[src/tbops_defs.svh]
`ifndef TBOPS_DEFS_SVH
`define TBOPS_DEFS_SVH
`define TBOPS_REG_ADDR 5'h12
`define TBOPS_BIT_RJAB 15
`define TBOPS_BIT_POL 14
`define TBOPS_BIT_JABINH 5
`define TBOPS_BIT_RSV1 4
`define TBOPS_BIT_APINH 3
`define TBOPS_BIT_SQEINH 2
`define TBOPS_BIT_LLINH 1
`define TBOPS_BIT_SQINH 0
`define TBOPS_CTRL_RESET 6'h10
`define TBOPS_CTRL_MASK 16'h003F
`define TBOPS_CTRL_W 6
`define TBOPS_SQE_W 16
`define TBOPS_NFLAG 2
`define TBOPS_FLAG_RJAB 1
`define TBOPS_FLAG_POL 0
`define TBOPS_JAB_NS 20000000
`define TBOPS_SQE_NS 1000
`define TBOPS_CLK_NS 25
`define TBOPS_JAB_CYC (`TBOPS_JAB_NS / `TBOPS_CLK_NS)
`define TBOPS_SQE_CYC ((`TBOPS_SQE_NS + `TBOPS_CLK_NS - 1) / `TBOPS_CLK_NS)
`endif

[src/tbops_pkg.sv]
`default_nettype none
package tbops_pkg;
    typedef logic [15:0] tbops_word_t;
    typedef enum logic [1:0] {
        TBOPS_LINK_FAIL = 2'b00,
        TBOPS_LINK_DATA = 2'b01,
        TBOPS_LINK_PASS = 2'b10
    } tbops_link_e;
endpackage
`default_nettype wire

[src/tbops_jab_if.sv]
`default_nettype none
interface tbops_jab_if;
    logic active;
    logic inhibit;
    logic jabber;
    modport ctl (output active, output inhibit, input jabber);
    modport mon (input active, input inhibit, output jabber);
endinterface
`default_nettype wire

[src/tbops_jab_mon.sv]
`include "tbops_defs.svh"
`default_nettype none
// jabber timer, instanced once for the transmit and once for the receive path
module tbops_jab_mon #(
    parameter int unsigned LIMIT = `TBOPS_JAB_CYC
) (
    input wire logic ref_clk, // clock
    input wire logic rstn, // async reset
    input wire logic clk_en, // freezes state
    tbops_jab_if.mon jif // activity in, jabber out
);
    logic [31:0] cnt_q, cnt_d;
    logic jab_q, jab_d;
    always_comb begin
        cnt_d = cnt_q;
        jab_d = jab_q;
        if (!jif.active || jif.inhibit) begin
            cnt_d = 32'h0;
            jab_d = 1'b0;
        end else if (cnt_q >= LIMIT - 1) begin
            jab_d = 1'b1;
        end else begin
            cnt_d = cnt_q + 32'h1;
        end
    end
    always_ff @(posedge ref_clk or negedge rstn) begin
        if (!rstn) begin
            cnt_q <= 32'h0;
            jab_q <= 1'b0;
        end else if (clk_en) begin
            cnt_q <= cnt_d;
            jab_q <= jab_d;
        end
    end
    assign jif.jabber = jab_q;
endmodule
`default_nettype wire

[src/tbops_reg.sv]
// Function
// - remote jabber flag bit 15 latches high on receive jabber, clears on read.
// - receive jabber uses the transmit jabber criteria and only sets the flag.
// - polarity flag bit 14 latches high when the receive pair is reversed.
// - operation continues normally regardless of a pair reversal.
// - bit 5 low enables transmit jabber checking, high disables it.
// - bit 3 low auto-corrects a reversed pair, high inhibits it.
// - the polarity correction inhibit also applies at 100 megabit speed.
// - bit 2 low enables SQE test generation, high disables it.
// - the SQE test pulses collision briefly after transmit enable falls.
// - SQE test is suppressed in full duplex and repeater operation.
// - the SQE inhibit bit keeps the written value despite suppression.
// - bit 1 high holds the link integrity machine in link passed.
// - bit 0 low needs valid data for link, high needs data then idle.
`include "tbops_defs.svh"
`default_nettype none
module tbops_reg #(
    parameter int unsigned JAB_LIMIT = `TBOPS_JAB_CYC,
    parameter int unsigned SQE_LEN = `TBOPS_SQE_CYC
) (
    input wire logic ref_clk, // 40 MHz clock
    input wire logic rstn, // async reset, active low
    input wire logic clk_en, // freezes all state when low
    input wire logic [4:0] reg_addr, // management register address
    input wire logic reg_wr, // write strobe
    input wire logic reg_rd, // read strobe
    input wire tbops_pkg::tbops_word_t reg_wdata, // write data
    output tbops_pkg::tbops_word_t reg_rdata, // read data, valid after rd
    input wire logic tx_en, // transmit enable
    input wire logic rx_active, // receive activity
    input wire logic rx_pol_rev, // receive pair seen reversed
    input wire logic rx_valid_data, // valid 10Base-T data seen
    input wire logic rx_idle, // idle seen after data
    input wire logic rx_link_lost, // link test fails
    input wire logic full_duplex, // full duplex mode
    input wire logic repeater, // repeater mode
    output logic col, // collision / SQE output
    output logic tx_jabber, // transmit jabber active
    output logic pol_correct, // invert receive pair
    output logic link_ok // link integrity passed
);
    import tbops_pkg::*;

    localparam int unsigned SQW = `TBOPS_SQE_W;
    localparam int unsigned CW = `TBOPS_CTRL_W;
    localparam int unsigned NF = `TBOPS_NFLAG;

    // control field: only the six low bits 5:0, reserved bit 4 included, hold state
    logic [CW-1:0] ctrl_q, ctrl_d;
    tbops_word_t rdata_q, rdata_d;
    logic hit_rd, hit_wr;

    // latching status flags, one slot per flag
    logic [NF-1:0] flag_ev;
    wire logic [NF-1:0] flag_vec;

    // sqe, polarity and transmit history
    logic tx_en_q, tx_en_d;
    logic [SQW-1:0] sqe_q, sqe_d;
    logic sqe_start;
    logic col_q, col_d;
    logic txjab_q, txjab_d;
    logic polc_q, polc_d;

    // link integrity
    tbops_link_e lnk_q, lnk_d;
    logic link_q, link_d;

    tbops_jab_if txj ();
    tbops_jab_if rxj ();

    tbops_jab_mon #(
        .LIMIT(JAB_LIMIT)
    ) u_txjab (
        .ref_clk(ref_clk),
        .rstn(rstn),
        .clk_en(clk_en),
        .jif(txj)
    );

    // same timer module and limit as transmit, so both paths share one jabber criterion
    tbops_jab_mon #(
        .LIMIT(JAB_LIMIT)
    ) u_rxjab (
        .ref_clk(ref_clk),
        .rstn(rstn),
        .clk_en(clk_en),
        .jif(rxj)
    );

    assign txj.active = tx_en;
    assign txj.inhibit = ctrl_q[`TBOPS_BIT_JABINH];
    // receive jabber is informational: the inhibit bit does not reach it
    assign rxj.active = rx_active;
    assign rxj.inhibit = 1'b0;

    assign hit_rd = reg_rd && (reg_addr == `TBOPS_REG_ADDR);
    assign hit_wr = reg_wr && (reg_addr == `TBOPS_REG_ADDR);

    // reserved bits 13:6 are not stored but reserved bit 4 is; software keeps bit 4 at its default
    always_comb begin
        ctrl_d = ctrl_q;
        if (hit_wr) begin
            ctrl_d = reg_wdata[CW-1:0];
        end
    end

    always_ff @(posedge ref_clk or negedge rstn) begin
        if (!rstn) begin
            ctrl_q <= `TBOPS_CTRL_RESET;
        end else if (clk_en) begin
            ctrl_q <= ctrl_d;
        end
    end

    assign flag_ev[`TBOPS_FLAG_RJAB] = rxj.jabber;
    assign flag_ev[`TBOPS_FLAG_POL] = rx_pol_rev;

    genvar gi;
    generate
        for (gi = 0; gi < NF; gi++) begin : g_flag
            logic fl_q, fl_d;
            always_comb begin
                fl_d = fl_q;
                if (hit_rd) begin
                    fl_d = 1'b0;
                end
                // an event in the read cycle wins, so the next read sees it
                if (flag_ev[gi]) begin
                    fl_d = 1'b1;
                end
            end
            always_ff @(posedge ref_clk or negedge rstn) begin
                if (!rstn) begin
                    fl_q <= 1'b0;
                end else if (clk_en) begin
                    fl_q <= fl_d;
                end
            end
            assign flag_vec[gi] = fl_q;
        end
    endgenerate

    // the read word is captured, so reg_rdata stays put between reads
    always_comb begin
        rdata_d = rdata_q;
        if (hit_rd) begin
            rdata_d = '0;
            rdata_d[`TBOPS_BIT_RJAB] = flag_vec[`TBOPS_FLAG_RJAB];
            rdata_d[`TBOPS_BIT_POL] = flag_vec[`TBOPS_FLAG_POL];
            rdata_d[CW-1:0] = ctrl_q;
        end
    end

    always_ff @(posedge ref_clk or negedge rstn) begin
        if (!rstn) begin
            rdata_q <= '0;
        end else if (clk_en) begin
            rdata_q <= rdata_d;
        end
    end

    assign reg_rdata = rdata_q;

    // suppression in full duplex or repeater never rewrites ctrl_q
    assign sqe_start = tx_en_q && !tx_en
        && !ctrl_q[`TBOPS_BIT_SQEINH]
        && !full_duplex && !repeater;

    always_comb begin
        tx_en_d = tx_en;
        sqe_d = sqe_q;
        if (sqe_start) begin
            sqe_d = SQW'(SQE_LEN);
        end else if (sqe_q != '0) begin
            sqe_d = sqe_q - SQW'(1);
        end
        col_d = (sqe_d != '0);
        txjab_d = txj.jabber;
        // one control serves both speeds, so no speed input is consulted;
        // a reversal only steers the correction, traffic never stops
        polc_d = rx_pol_rev && !ctrl_q[`TBOPS_BIT_APINH];
    end

    always_ff @(posedge ref_clk or negedge rstn) begin
        if (!rstn) begin
            tx_en_q <= 1'b0;
            sqe_q <= '0;
            col_q <= 1'b0;
            txjab_q <= 1'b0;
            polc_q <= 1'b0;
        end else if (clk_en) begin
            tx_en_q <= tx_en_d;
            sqe_q <= sqe_d;
            col_q <= col_d;
            txjab_q <= txjab_d;
            polc_q <= polc_d;
        end
    end

    assign col = col_q;
    assign tx_jabber = txjab_q;
    assign pol_correct = polc_q;

    always_comb begin
        lnk_d = lnk_q;
        unique case (lnk_q)
            TBOPS_LINK_FAIL: begin
                if (rx_valid_data) begin
                    if (ctrl_q[`TBOPS_BIT_SQINH]) begin
                        lnk_d = TBOPS_LINK_DATA;
                    end else begin
                        lnk_d = TBOPS_LINK_PASS;
                    end
                end
            end
            TBOPS_LINK_DATA: begin
                if (rx_idle) begin
                    lnk_d = TBOPS_LINK_PASS;
                end
            end
            TBOPS_LINK_PASS: begin
                if (rx_link_lost) begin
                    lnk_d = TBOPS_LINK_FAIL;
                end
            end
            default: begin
                lnk_d = TBOPS_LINK_FAIL;
            end
        endcase
        // the forced pass overrides whatever the receiver reports
        if (ctrl_q[`TBOPS_BIT_LLINH]) begin
            lnk_d = TBOPS_LINK_PASS;
        end
        link_d = (lnk_d == TBOPS_LINK_PASS);
    end

    always_ff @(posedge ref_clk or negedge rstn) begin
        if (!rstn) begin
            lnk_q <= TBOPS_LINK_FAIL;
            link_q <= 1'b0;
        end else if (clk_en) begin
            lnk_q <= lnk_d;
            link_q <= link_d;
        end
    end

    assign link_ok = link_q;
endmodule
`default_nettype wire

[config.mk]
export PLATFORM = sky130hd
export DESIGN_NAME = tbops_reg
export DESIGN_NICKNAME = d
export VERILOG_FILES = /design/src/tbops_pkg.sv /design/src/tbops_jab_if.sv /design/src/tbops_jab_mon.sv /design/src/tbops_reg.sv
export VERILOG_INCLUDE_DIRS = /design/src /design/src/src
export SDC_FILE = /design/constraint.sdc
export NUM_CORES = 1
export LEC_CHECK = 0
export ABC_AREA = 1
export BUFFER_PORTS_ARGS = -buffer_cell sky130_fd_sc_hd__clkbuf_2
export CAP_MARGIN = 20
export CORE_MARGIN = 10
export CORE_UTILIZATION = 52
export CTS_CLUSTER_DIAMETER = 80
export DETAILED_ROUTE_END_ITERATION = 8
export GPL_TIMING_DRIVEN = 0
export PLACE_DENSITY_LB_ADDON = 0.15
export SLEW_MARGIN = 30
export SYNTH_ARGS = -nofsm -noshare
export SYNTH_HDL_FRONTEND = slang
export SYNTH_SLANG_ARGS = --single-unit
[constraint.sdc]
create_clock -name ref_clk -period 3.8 [get_ports ref_clk]
set_clock_uncertainty 0.1 [all_clocks]
set_input_delay 0.19 -clock ref_clk [delete_from_list [all_inputs] [get_ports ref_clk]]
set_output_delay 0.19 -clock ref_clk [all_outputs]
set_load 0.03 [all_outputs]
---- After elaboration in Yosys (flattened, before gate mapping) ----
Index checks and enable logic that the tools add are counted.
storage, ports and cells
  register bits ........................... 105
  input port bits ......................... 34
  output and inout port bits .............. 20
  logic and storage cells ................. 73
operators by class
  $add $sub $neg .......................... 3
  order comparisons ....................... 2
  equal/unequal tests ..................... 7
  mux-type cells .......................... 19
  reductions and logical operators ........ 27
operator list
  cell                     number
  $mux W32                 4
  $add A32 B1 Y32 const B  2
  $ge A32 B20 Y1 const B   2
  $mux W16                 2
  $reduce_bool A16 Y1      2
  $reduce_and A2 Y1        8
  $sub A16 B1 Y16 const B  1
  $mux W2                  5
  $logic_and A1 B1 Y1      7
  $mux W1                  7
  $pmux W2 S3              1
  $reduce_bool A2 Y1       3
  $eq A5 B5 Y1 const B     1
  $logic_not A1 Y1         5
  $eq A2 B2 Y1 const B     2
  $ne A2 B1 Y1 const B     2
  $eq A2 B1 Y1 const B     1
  $logic_not A2 Y1         1
  $ne A2 B2 Y1 const B     1
  $logic_or A1 B1 Y1       1

---- Depth between registers and ports, before layout ----
Gate-level depths: netlist (run 1).
  depth after elaboration ................. 7
  mapped depth ............................ 12
  mapped depth without buffers ............ 12

---- Modules after synthesis ----
Synthesis (run 1) repeated with hierarchy kept, for this count alone.
second synthesis, totals
  cells, all modules ...................... 895
  area, all modules ....................... 6,667.6 um^2
by module, submodules not included
  module                   times used  cells an instance  area each (um^2)  sequential area each (um^2)
  tbops_reg                1           296                2,273.4           977.2
  tbops_jab_mon (u_rxjab)  1           298                2,203.4           825.8
  tbops_jab_mon (u_txjab)  1           301                2,190.9           825.8

---- Least setup slack after synthesis (run 1) ----
OpenSTA, ideal clock, no wires.
  path kind ............................... register to register
  start point ............................. register u_txjab.cnt_q[0]
  end point ............................... register u_txjab.cnt_q[11]
  setup time .............................. 117 ps
  arrival time ............................ 1,609 ps
  data required time ...................... 3,583 ps
  slack ................................... 1,974 ps
  cell stages (with the launch flop) ...... 10
  buffers on the path ..................... 1
  period minus slack after synthesis ...... 1,826 ps
  path through ............................ dfrtp_1 > ha_1 > nand2_2 > nor2_4 > nand2_2 > o2111ai_2 > nand3_4 > buf_2 > nand3_1 > nand2_1
between the ends
  longest elaborated chain between the ends .. 3
  elaborated cells between the ends (all ways) .. 6
  those cells by class .................... add/sub (1); order compare (1); eq/ne (1); mux (2); reduce/logical (1)
ends and longest elaborated chain
  what                                                      line                                      source
  start, declared                                           tbops_jab_mon.sv:12                       logic [31:0] cnt_q, cnt_d;
  start signal, assigned                                    tbops_jab_mon.sv:31                       cnt_q <= cnt_d;
  $add A32 B1 Y32 / $ge A32 B20 Y1 (equally long branches)  tbops_jab_mon.sv:23, tbops_jab_mon.sv:20
  $mux W32 / $ne A2 B1 Y1 (equally long branches)           --
  $mux W32 / $reduce_and A2 Y1 (equally long branches)      --
Parallel ways exist; a longest one is shown, timed or not. The select of a mux whose other input is x is not followed.
A chain may end at the register's enable or synchronous reset.

---- Final worst setup path (run 1) ----
Same ends and word-level chain as after synthesis.

==> results of run 1 <==
[flip-flops by register name, summed over array words and instances (netlist names)]
| signal | count |
|---|---|
| col | 1 |
| ctrl_q | 6 |
| g_flag.fl_q | 2 |
| link_ok | 1 |
| lnk_q | 2 |
| pol_correct | 1 |
| reg_rdata | 8 |
| sqe_q | 16 |
| tx_en_q | 1 |
| tx_jabber | 1 |
| u_rxjab.cnt_q | 32 |
| u_rxjab.jif.jabber | 1 |
| u_txjab.cnt_q | 32 |
| u_txjab.jif.jabber | 1 |
[timing repair]
item                       4_1_cts  5_1_grt
setup endpoints to repair        0        0
gates resized for setup          0        0
hold endpoints to repair        87        0
hold buffers                     8        0
[cell type report]
| cell class | instances | area share, % |
|---|---|---|
| Multi-Input combinational cell | 560 | 41.8 |
| Sequential cell | 105 | 40.8 |
| Inverter | 82 | 4.78 |
| Timing Repair Buffer | 42 | 4.37 |
| Tap cell | 140 | 2.72 |
| Buffer | 27 | 2.52 |
| Clock buffer | 10 | 1.98 |
| Clock inverter | 6 | 1.03 |
[per-layer routing]
| layer | wire length [um] | GRT usage, % | part of all wire (%) |
|---|---|---|---|
| met1 | 6360 | 22.7 | 48 |
| met2 | 6080 | 27.3 | 46 |
| met3 | 519 | 2.20 | 3.9 |
| met4 | 293 | 7.11 | 2.2 |
| met5 | 0 | 0 | 0 |
[how the worst max path moves through the flow]
stage | start | end | slack, ps
2_1_floorplan | u_txjab.cnt_q[0] | u_txjab.cnt_q[11] | 1970
3_3_place_gp | rstn | u_rxjab.cnt_q[31] | 1070
3_5_place_dp | u_rxjab.cnt_q[0] | u_rxjab.cnt_q[13] | 1670
4_1_cts | u_txjab.cnt_q[0] | u_txjab.cnt_q[11] | 1600
5_1_grt | u_txjab.cnt_q[0] | u_txjab.cnt_q[17] | 1440
6_report | u_txjab.cnt_q[0] | u_txjab.cnt_q[11] | 1610
[worst max-delay path, cell delays in order (launching register included)]
cell	delay (ps)
dfrtp_1	450
ha_1	270
nand2_2	110
nor2_4	150
nand2_2	100
o2111ai_2	310
nand3_4	170
nand2_4	180
buf_8	150
nand2_1	60
nand2_1	60
[power by group through the flow]
stage | combinational [mW] | sequential [mW] | clock (mW)
floorplan | 0.530 | 1.35 | 0
global placement | 0.712 | 1.34 | 0
detailed placement | 0.730 | 1.35 | 0
CTS | 0.741 | 1.33 | 0.714
global route | 0.865 | 1.34 | 0.763
finish | 0.743 | 1.33 | 0.697
[synthesized netlist by cell type (all sizes together)]
library cell and count:
buf 17, nand4 25, a21oi 10, o21bai 2, a31oi 1, xnor2 6
dfrtp 104, clkbuf 10, ha 4, o2111ai 1, o22ai 1, nor3b 1
inv 82, dfstp 1, nor3 11, or2 1, nor2 122, xor2 28
a21o 1, o31ai 1, o21ai 37, nor4 2, mux2 3, nand3 69
nand3b 7, nand2 219, conb 1
[stage by stage]
step                hold WS (ps)  instances  utilization (%)  cell area, um2
floorplan                   -206        774                -            5790
global placement             329        947             56.6            6130
detailed placement          27.2        948             56.9            6170
CTS                         4.94        972             59.4            6440
global route                50.7        972             59.4            6440
finish                      15.5        972             59.4            6440
[kinds of logic after synthesis]
family,after synthesis
AND/OR/NAND/NOR,457
buffers and inverters,109
flip-flops,105
AO/OA/AOI/OAI,54
XOR/XNOR,34
adder cells (fa/ha/maj),4
multiplexers,3
other,1
==> summary.txt, run 1 <==
Status
  – Status: complete, no violations

Synthesis
  – Adder-Cell Fraction of Synth Area: 0.868%
  – Mux contribution to synthesized area: 0.586%
  – Post-Syn Area: 5770 um2
  – Synth Area in Compound Gates: 5.08%
  – Yosys reg bits: 105
  – Synthesis Warnings: 0
  – Syn Inst Count: 767
  – Main combinational cell family by area after synthesis: simple AND/OR/NAND/NOR gates
  – Synthesized area per cell: 7.52 um2
  – Synth top area cells: dfrtp_1 (45%), nand2_1 (14%), nor2_1 (7.7%)
  – Sequential share of the synthesized area: 45.6%
  – Simple-gate share of the synthesized area: 34.5%
  – Cell taking the most area after synthesis: dfrtp_1
  – Synth cell types: 40
  – Post-Synth XOR/XNOR Area: 5.16%
  – Synth top area share: 45.1%

Global routing
  – Vias in the first global route: 4,854
  – Grt ovf: 0
  – Initial antenna violation count: 0
  – GRT Util Overall: 17.0%
  – Pin count of the biggest net entering global routing: 68
  – First-pass GRT wire length: 22,800 um

CTS
  – Clock transition at path regs: 100 ps
  – CTS H-tree lvls: 3
  – Clock Tree Root: clkbuf_8
  – CTS tree: done
  – Total CTS buffers: 9
  – Worst skew pair latency: 380 ps
  – Clock Tree Buf Depth: 2
  – Sink Count: 105
  – # Post-CTS Setup Buffers: 0

Drt
  – DRT Wirelength: 13,300 um
  – Vias: 5,068
  – TritonRoute pass-1 iters: 6
  – Final ANT Viol Nets: 0
  – Iteration-0 DRC Markers: 429
  – DR DRC count: 0
  – Vias per std cell: 5.21
  – DR WL/cell: 13.6 um

STA
  – TNS Setup: 0 ps
  – Fin worst setup slack: 1610 ps
  – Final Critical Period: 2190 ps
  – Final period utilization: 57.6%
  – Slew HR: 55.3%
  – RSZ-0062 raised after global routing: no
  – Final slew viol count: 0
  – Hold Violations, Final: 0
  – Final setup vio count: 0
  – Worst Tran Pin Value: 668 ps
  – Max Clk Rate: 457 MHz

Floorplan
  – Row count: 38
  – Die area: 15,700 um2
  – Starting density of the core: 53.2%
  – Core Region: 10,800 um2
  – Die X: 125 um
  – I/O Pins: 54
  – Die Ht: 125 um

Finish
  – ANT cells: 0
  – Register Area: 2630 um2
  – Multi-input logic area: 2690 um2
  – Fill count: 1,014
  – Nets: 865
  – Layout Area Growth over Synthesis: 11.7%
  – Commonest non-fill, non-tap cell in the layout: nand2_1
  – Share of layout cells above drive strength 1: 10.3%
  – Commonest non-fill, non-tap cells in the layout: nand2_1 (215), nor2_1 (118), dfrtp_1 (104), inv_1 (79), nand3_1 (67)

Placed design
  – Dpl ws: 1670 ps
  – RD Place Congestion: 0.933
  – DP HPWL: 9710 um
  – Port-buffer cells: 33

Power
  – P_int: 1.78 mW
  – PD cells: 430 nW/um2
  – Max rail drop VDD: 0.000295 V
  – Switching Share: 35.7%
  – Clock power share: 25.2%
  – Total power: 2.77 mW
  – Leakage: 3.23 nW
  – Combinational Power Share: 26.8%
  – Psw: 989 uW
  – Register share of total power: 48.0%

Worst hold path
  – Hold Crit Depth: 3
  – Hold path start: tx_en
  – Worst Hold End: tx_en_q
  – Hold WC Path Type: input port to register

Critical path
  – CP startpoint kind: register
  – RR Startpoint: u_txjab.cnt_q[0]
  – Req. time, crit path: 4020 ps
  – Critical path class: register to register
  – Crit path max fanout: 10
  – Crit end category: register
  – Worst Path Arrival: 2410 ps
  – FF-to-FF End: u_txjab.cnt_q[11]
  – Flop2flop setup slack: 1610 ps
  – Worst R2R Path Depth: 10

Run
  – Max-cap violations: 0
(Power assumes the default switching activity.)
==> run 2: changes to the inputs <==
==> constraint.sdc (replaced) <==
create_clock -name ref_clk -period 2.02 [get_ports ref_clk]
set_clock_uncertainty 0.1 [all_clocks]
set_input_delay 0.101 -clock ref_clk [delete_from_list [all_inputs] [get_ports ref_clk]]
set_output_delay 0.101 -clock ref_clk [all_outputs]
set_load 0.03 [all_outputs]
==> run 2 against run 1 <==
Sequential cell count unchanged. Core utilization up 4.4 points. Worst setup slack worse by 1600 ps. Largest cell class unchanged. Clock power up 88%. Sequential share of layout area down 2.8 points. Register-to-register slack worse by 1600 ps. Critical endpoint is now u_txjab.cnt_q[15].
==> summary.txt, run 2 (same netlist as run 1, synthesis figures left out) <==
Global routing
  – Vias in the first global route: 4,961
  – First-pass GRT wire length: 23,200 um
  – Pin count of the biggest net entering global routing: 68
  – Initial antenna violation count: 0
  – Grt ovf: 0
  – GRT Util Overall: 17.3%

Critical path
  – Worst Path Arrival: 2210 ps
  – Req. time, crit path: 2240 ps
  – Critical path class: register to register
  – Crit path max fanout: 7
  – Flop2flop setup slack: 30 ps
  – Crit end category: register
  – Worst R2R Path Depth: 10
  – CP startpoint kind: register
  – RR Startpoint: u_txjab.cnt_q[1]
  – Critical Path End: u_txjab.cnt_q[15]
  – FF-to-FF End: u_txjab.cnt_q[15]
  – CP Launch Point: u_txjab.cnt_q[1]

Drt
  – Vias per std cell: 5.28
  – DR DRC count: 0
  – Iteration-0 DRC Markers: 475
  – DR WL/cell: 14.3 um
  – Final ANT Viol Nets: 0
  – TritonRoute pass-1 iters: 5
  – Vias: 5,297
  – DRT Wirelength: 14,300 um

Placed design
  – Port-buffer cells: 33
  – DP Area: 6170 um2
  – RD Place Congestion: 0.933
  – Placed Cells: 948
  – DP HPWL: 9710 um

Power
  – Leakage: 3.46 nW
  – PD cells: 781 nW/um2
  – Max rail drop VDD: 0.000556 V

Finish
  – Share of layout cells above drive strength 1: 16.0%
  – Utilization after layout: 63.8%
  – Nets: 897
  – Cell area after layout: 6920 um2
  – Fill count: 943
  – Layout Cells excl Fill: 1,004
  – Commonest non-fill, non-tap cells in the layout: nand2_1 (213), nor2_1 (109), dfrtp_1 (103), inv_1 (77), nand3_1 (64)
  – Commonest non-fill, non-tap cell in the layout: nand2_1
  – Largest regs: u_rxjab.cnt_q: 32 flops, u_txjab.cnt_q: 32 flops, sqe_q: 16 flops
  – Layout Area Growth over Synthesis: 19.9%
  – ANT cells: 0

Run
  – Max-cap violations: 0

STA
  – RSZ-0062 raised after global routing: yes
  – Final Critical Period: 1990 ps
  – Slew HR: 60.1%
  – Final setup vio count: 0
  – Final period utilization: 98.6%
  – Hold Violations, Final: 0
  – Final slew viol count: 0
  – Worst Tran Pin Value: 599 ps
  – Max Clk Rate: 502 MHz

CTS
  – CTS tree: done
  – Worst skew pair latency: 380 ps
  – Total CTS buffers: 9
  – Clock Tree Root: clkbuf_8
  – CTS H-tree lvls: 3
  – Clock Tree Buf Depth: 2
  – Sink Count: 105
  – Clock transition at path regs: 100 ps

Floorplan
  – Row count: 38
  – Die Ht: 125 um
  – Die area: 15,700 um2
  – Starting density of the core: 53.2%
  – Die X: 125 um
  – I/O Pins: 54
  – Core Region: 10,800 um2

Status
  – Status: complete, no violations

Worst hold path
  – Hold Crit Depth: 5
  – Hold WC Path Type: input port to register
run 2: cell types whose count changed in the layout (fill, tap and decap cells not counted), sizes merged:
| cell | change |
|---|---|
| buf | +25 |
| dlygate4sd3 | +4 |
| clkbuf | +2 |
| nand2 | +1 |
run 2: worst min-delay path by stage:
stage	slack (ps)	startpoint	end
after global placement	240	reg_wdata[4]	ctrl_q[4]
after detailed placement	-60	rstn	ctrl_q[3]
after floorplan	-290	rstn	col
final	20	rx_valid_data	lnk_q[0]
after global routing	80	rx_valid_data	link_ok
after CTS	20	rx_valid_data	lnk_q[0]
run 2: cell type report:
type	instances	area [um2]	area share, %
plain buffers	27	180	2.61
clock buffers	10	128	1.85
clock inverters	6	66.3	0.959
inverters	82	308	4.45
multi-input cells	561	2840	41.1
flip-flops and latches	105	2630	38.0
well taps	140	175	2.53
repair buffers	73	587	8.49
run 2: critical path, stage by stage, from the launching register on:
cell	delay, ps
dfrtp_1	440
ha_4	190
nand2_4	70
nor2_4	190
nand2_4	80
o2111ai_4	240
nand3_4	210
nand2_8	160
clkbuf_16	150
nand2_1	50
nand2_1	60
run 2: what timing repair did:
action | 4_1_cts | 5_1_grt
gates cloned | 0 | 5
hold endpoints to repair | 123 | 0
resized for setup | 11 | 33
hold buffers | 12 | 0
pin swaps | 3 | 12
buffers inserted | 5 | 18
setup endpoints to repair | 44 | 43
run 2: metal layers:
layer  part of all wire [%]  global-route usage (%)
met1                     47                    22.8
met2                     48                    27.9
met3                    3.4                    2.28
met4                    2.3                    7.99
met5                      0                       0
run 2: per-stage QoR:
stage	hold slack (ps)	power (mW)	worst slack, ps	setup TNS (ps)
floorplan	-295	3.54	194	0
global placement	240	3.87	-621	-65300
detailed placement	-61.8	3.91	-112	-2400
CTS	17.7	5.28	1.01	0
global route	76.8	5.78	-64.1	-862
finish	21.8	5.40	27.6	0
run 2: power by group:
group | total [mW] | switching, mW | internal [mW]
Combinational | 1.58 | 1.02 | 0.560
Clock | 1.31 | 0.735 | 0.576
Sequential | 2.52 | 0.222 | 2.30
==> run 3: changes to the inputs <==
--- a/config.mk
+++ b/config.mk
@@ -9,6 +9,7 @@
 export ABC_AREA = 1
 export BUFFER_PORTS_ARGS = -buffer_cell sky130_fd_sc_hd__clkbuf_2
 export CAP_MARGIN = 20
+export CORE_ASPECT_RATIO = 0.7
 export CORE_MARGIN = 10
 export CORE_UTILIZATION = 52
 export CTS_CLUSTER_DIAMETER = 80
==> run 3 against run 2 <==
Combinational power is essentially flat. Die area grew 0.43%. Hold slack lost 5.7 ps. Via count shrank 1.2%. Worst setup slack gained 73 ps. Register-to-register slack gained 70 ps. Critical path depth shrank 1.
==> summary.txt, run 3 (same netlist as run 1, synthesis figures left out) <==
Floorplan
  – Die Ht: 108 um
  – Die area: 15,800 um2
  – Core Region: 10,900 um2
  – Starting density of the core: 52.7%
  – Row count: 32
  – I/O Pins: 54
  – Die X: 146 um

Worst hold path
  – Hold Crit Depth: 3
  – Hold WC Path Type: input port to register

CTS
  – CTS tree: done
  – Clock transition at path regs: 70 ps
  – Clock Tree Root: clkbuf_16
  – Total CTS buffers: 9
  – Worst skew pair latency: 360 ps
  – Sink Count: 105
  – CTS H-tree lvls: 3
  – Clock Tree Buf Depth: 2

STA
  – Hold Violations, Final: 0
  – Final period utilization: 95.0%
  – Final hold slack: 16.1 ps
  – Fin worst setup slack: 101 ps
  – Max Clk Rate: 521 MHz
  – Final Critical Period: 1920 ps
  – Final slew viol count: 0
  – Final setup vio count: 0
  – TNS Setup: 0 ps
  – Worst Tran Pin Value: 669 ps
  – Slew HR: 55.4%

Power
  – Leakage: 3.39 nW
  – Max rail drop VDD: 0.000510 V
  – PD cells: 851 nW/um2

Global routing
  – Pin count of the biggest net entering global routing: 72
  – Grt ovf: 0
  – GRT Util Overall: 18.2%
  – First-pass GRT wire length: 23,800 um
  – Vias in the first global route: 4,844
  – Initial antenna violation count: 0

Finish
  – Utilization after layout: 62.5%
  – Share of layout cells above drive strength 1: 14.9%
  – Nets: 884
  – Commonest non-fill, non-tap cell in the layout: nand2_1
  – Largest regs: u_rxjab.cnt_q: 32 flops, u_txjab.cnt_q: 32 flops, sqe_q: 16 flops
  – Layout Area Growth over Synthesis: 18.5%
  – Commonest non-fill, non-tap cells in the layout: nand2_1 (212), nor2_1 (109), dfrtp_1 (101), inv_1 (77), nand3_1 (64)
  – Fill count: 966
  – ANT cells: 0

Drt
  – TritonRoute pass-1 iters: 5
  – DR DRC count: 0
  – Final ANT Viol Nets: 0
  – DR WL/cell: 14.2 um
  – DRT Wirelength: 14,300 um
  – Vias: 5,233
  – Vias per std cell: 5.21
  – Iteration-0 DRC Markers: 417

Status
  – Status: complete, no violations

Critical path
  – Worst Path Arrival: 2060 ps
  – Req. time, crit path: 2160 ps
  – Max stage delay on crit path: 440 ps
  – Crit path max fanout: 8
  – CP startpoint kind: register
  – Slowest cell on the critical path: dfrtp_2
  – Most frequent CP cell: buf_4
  – Worst-path cell chain: or2_2 -> a21oi_1 -> nand4_1 -> nand3_2 -> nand2_4 -> buf_4 -> buf_4 -> nand2_1 -> o21ai_0
  – Worst R2R Path Depth: 9
  – Crit end category: register
  – Critical path class: register to register

Run
  – Max-cap violations: 0

Placed design
  – Port-buffer cells: 33
  – RD Place Congestion: 0.939
  – Dpl ws: -133 ps
  – DP HPWL: 10,200 um
## run 3: cell count changes in the layout (fill, tap and decap cells not counted), moves of 2 or more
cell,before,now
clkbuf_8,10,1
clkbuf_16,3,9
buf_4,32,27
inv_6,1,4
nand2_2,2,5
nand2_4,4,1
buf_2,4,2
clkinvlp_4,3,1
dfrtp_1,103,101
dfrtp_2,1,3
dlygate4sd3_1,12,10
nor3_2,3,1
## run 3: area by class of cell
class	count	area (um2)	share of cell area (%)
Buffer	27	176	2.58
Clock buffer	9	225	3.30
Clock inverter	7	63.8	0.934
Inverter	82	310	4.54
Multi-Input combinational cell	560	2800	41.0
Sequential cell	105	2630	38.5
Tap cell	153	191	2.80
Timing Repair Buffer	61	429	6.28
## run 3: critical path, delay by kind of cell, from the launching register on
family	cells	cell delay (ps)
DFF	1	440
buffers and inverters	2	300
AOI/OAI and AO/OA	2	200
and+or+nand+nor	5	760
## run 3: per-layer routing
layer	vias up	wire length [um]	GRT usage (%)
met3	20	1090	5.43
met4	0	201	4.75
met1	2445	7060	26.1
li1	2592	-	-
met5	-	0	0
met2	176	5940	26.1
## run 3: stage by stage
stage | std cells | total power, mW | cell area [um2]
after CTS | 993 | 5.70 | 6660
after floorplan | 774 | 3.54 | 5790
final | 1004 | 5.82 | 6830
after global placement | 960 | 3.88 | 6150
after detailed placement | 961 | 3.93 | 6180
after global routing | 1004 | 6.20 | 6830
## run 3: final timing paths
kind	from	endpoint	slack, ps
min in group asynchronous	rstn	u_rxjab.cnt_q[3]	100
min reg2reg	link_ok	link_ok	380
max in group asynchronous	rstn	sqe_q[7]	1040
min	rx_active	u_rxjab.cnt_q[15]	20
max	u_rxjab.cnt_q[15]	u_rxjab.cnt_q[6]	100
max reg2reg	u_rxjab.cnt_q[15]	u_rxjab.cnt_q[6]	100
## run 3: where the power goes
part | switching (mW) | internal (mW) | total [mW]
sequential | 0.225 | 2.30 | 2.52
combinational | 1.03 | 0.544 | 1.58
clock | 0.853 | 0.863 | 1.72
total | 2.11 | 3.70 | 5.82
## run 3: timing repair
action / CTS / global route
setup buffers: 6 / 11
endpoints found under the setup margin: 44 / 42
hold buffers: 10 / 0
hold endpoints to repair: 114 / 0
gates resized for setup: 11 / 27
pin swaps: 3 / 7
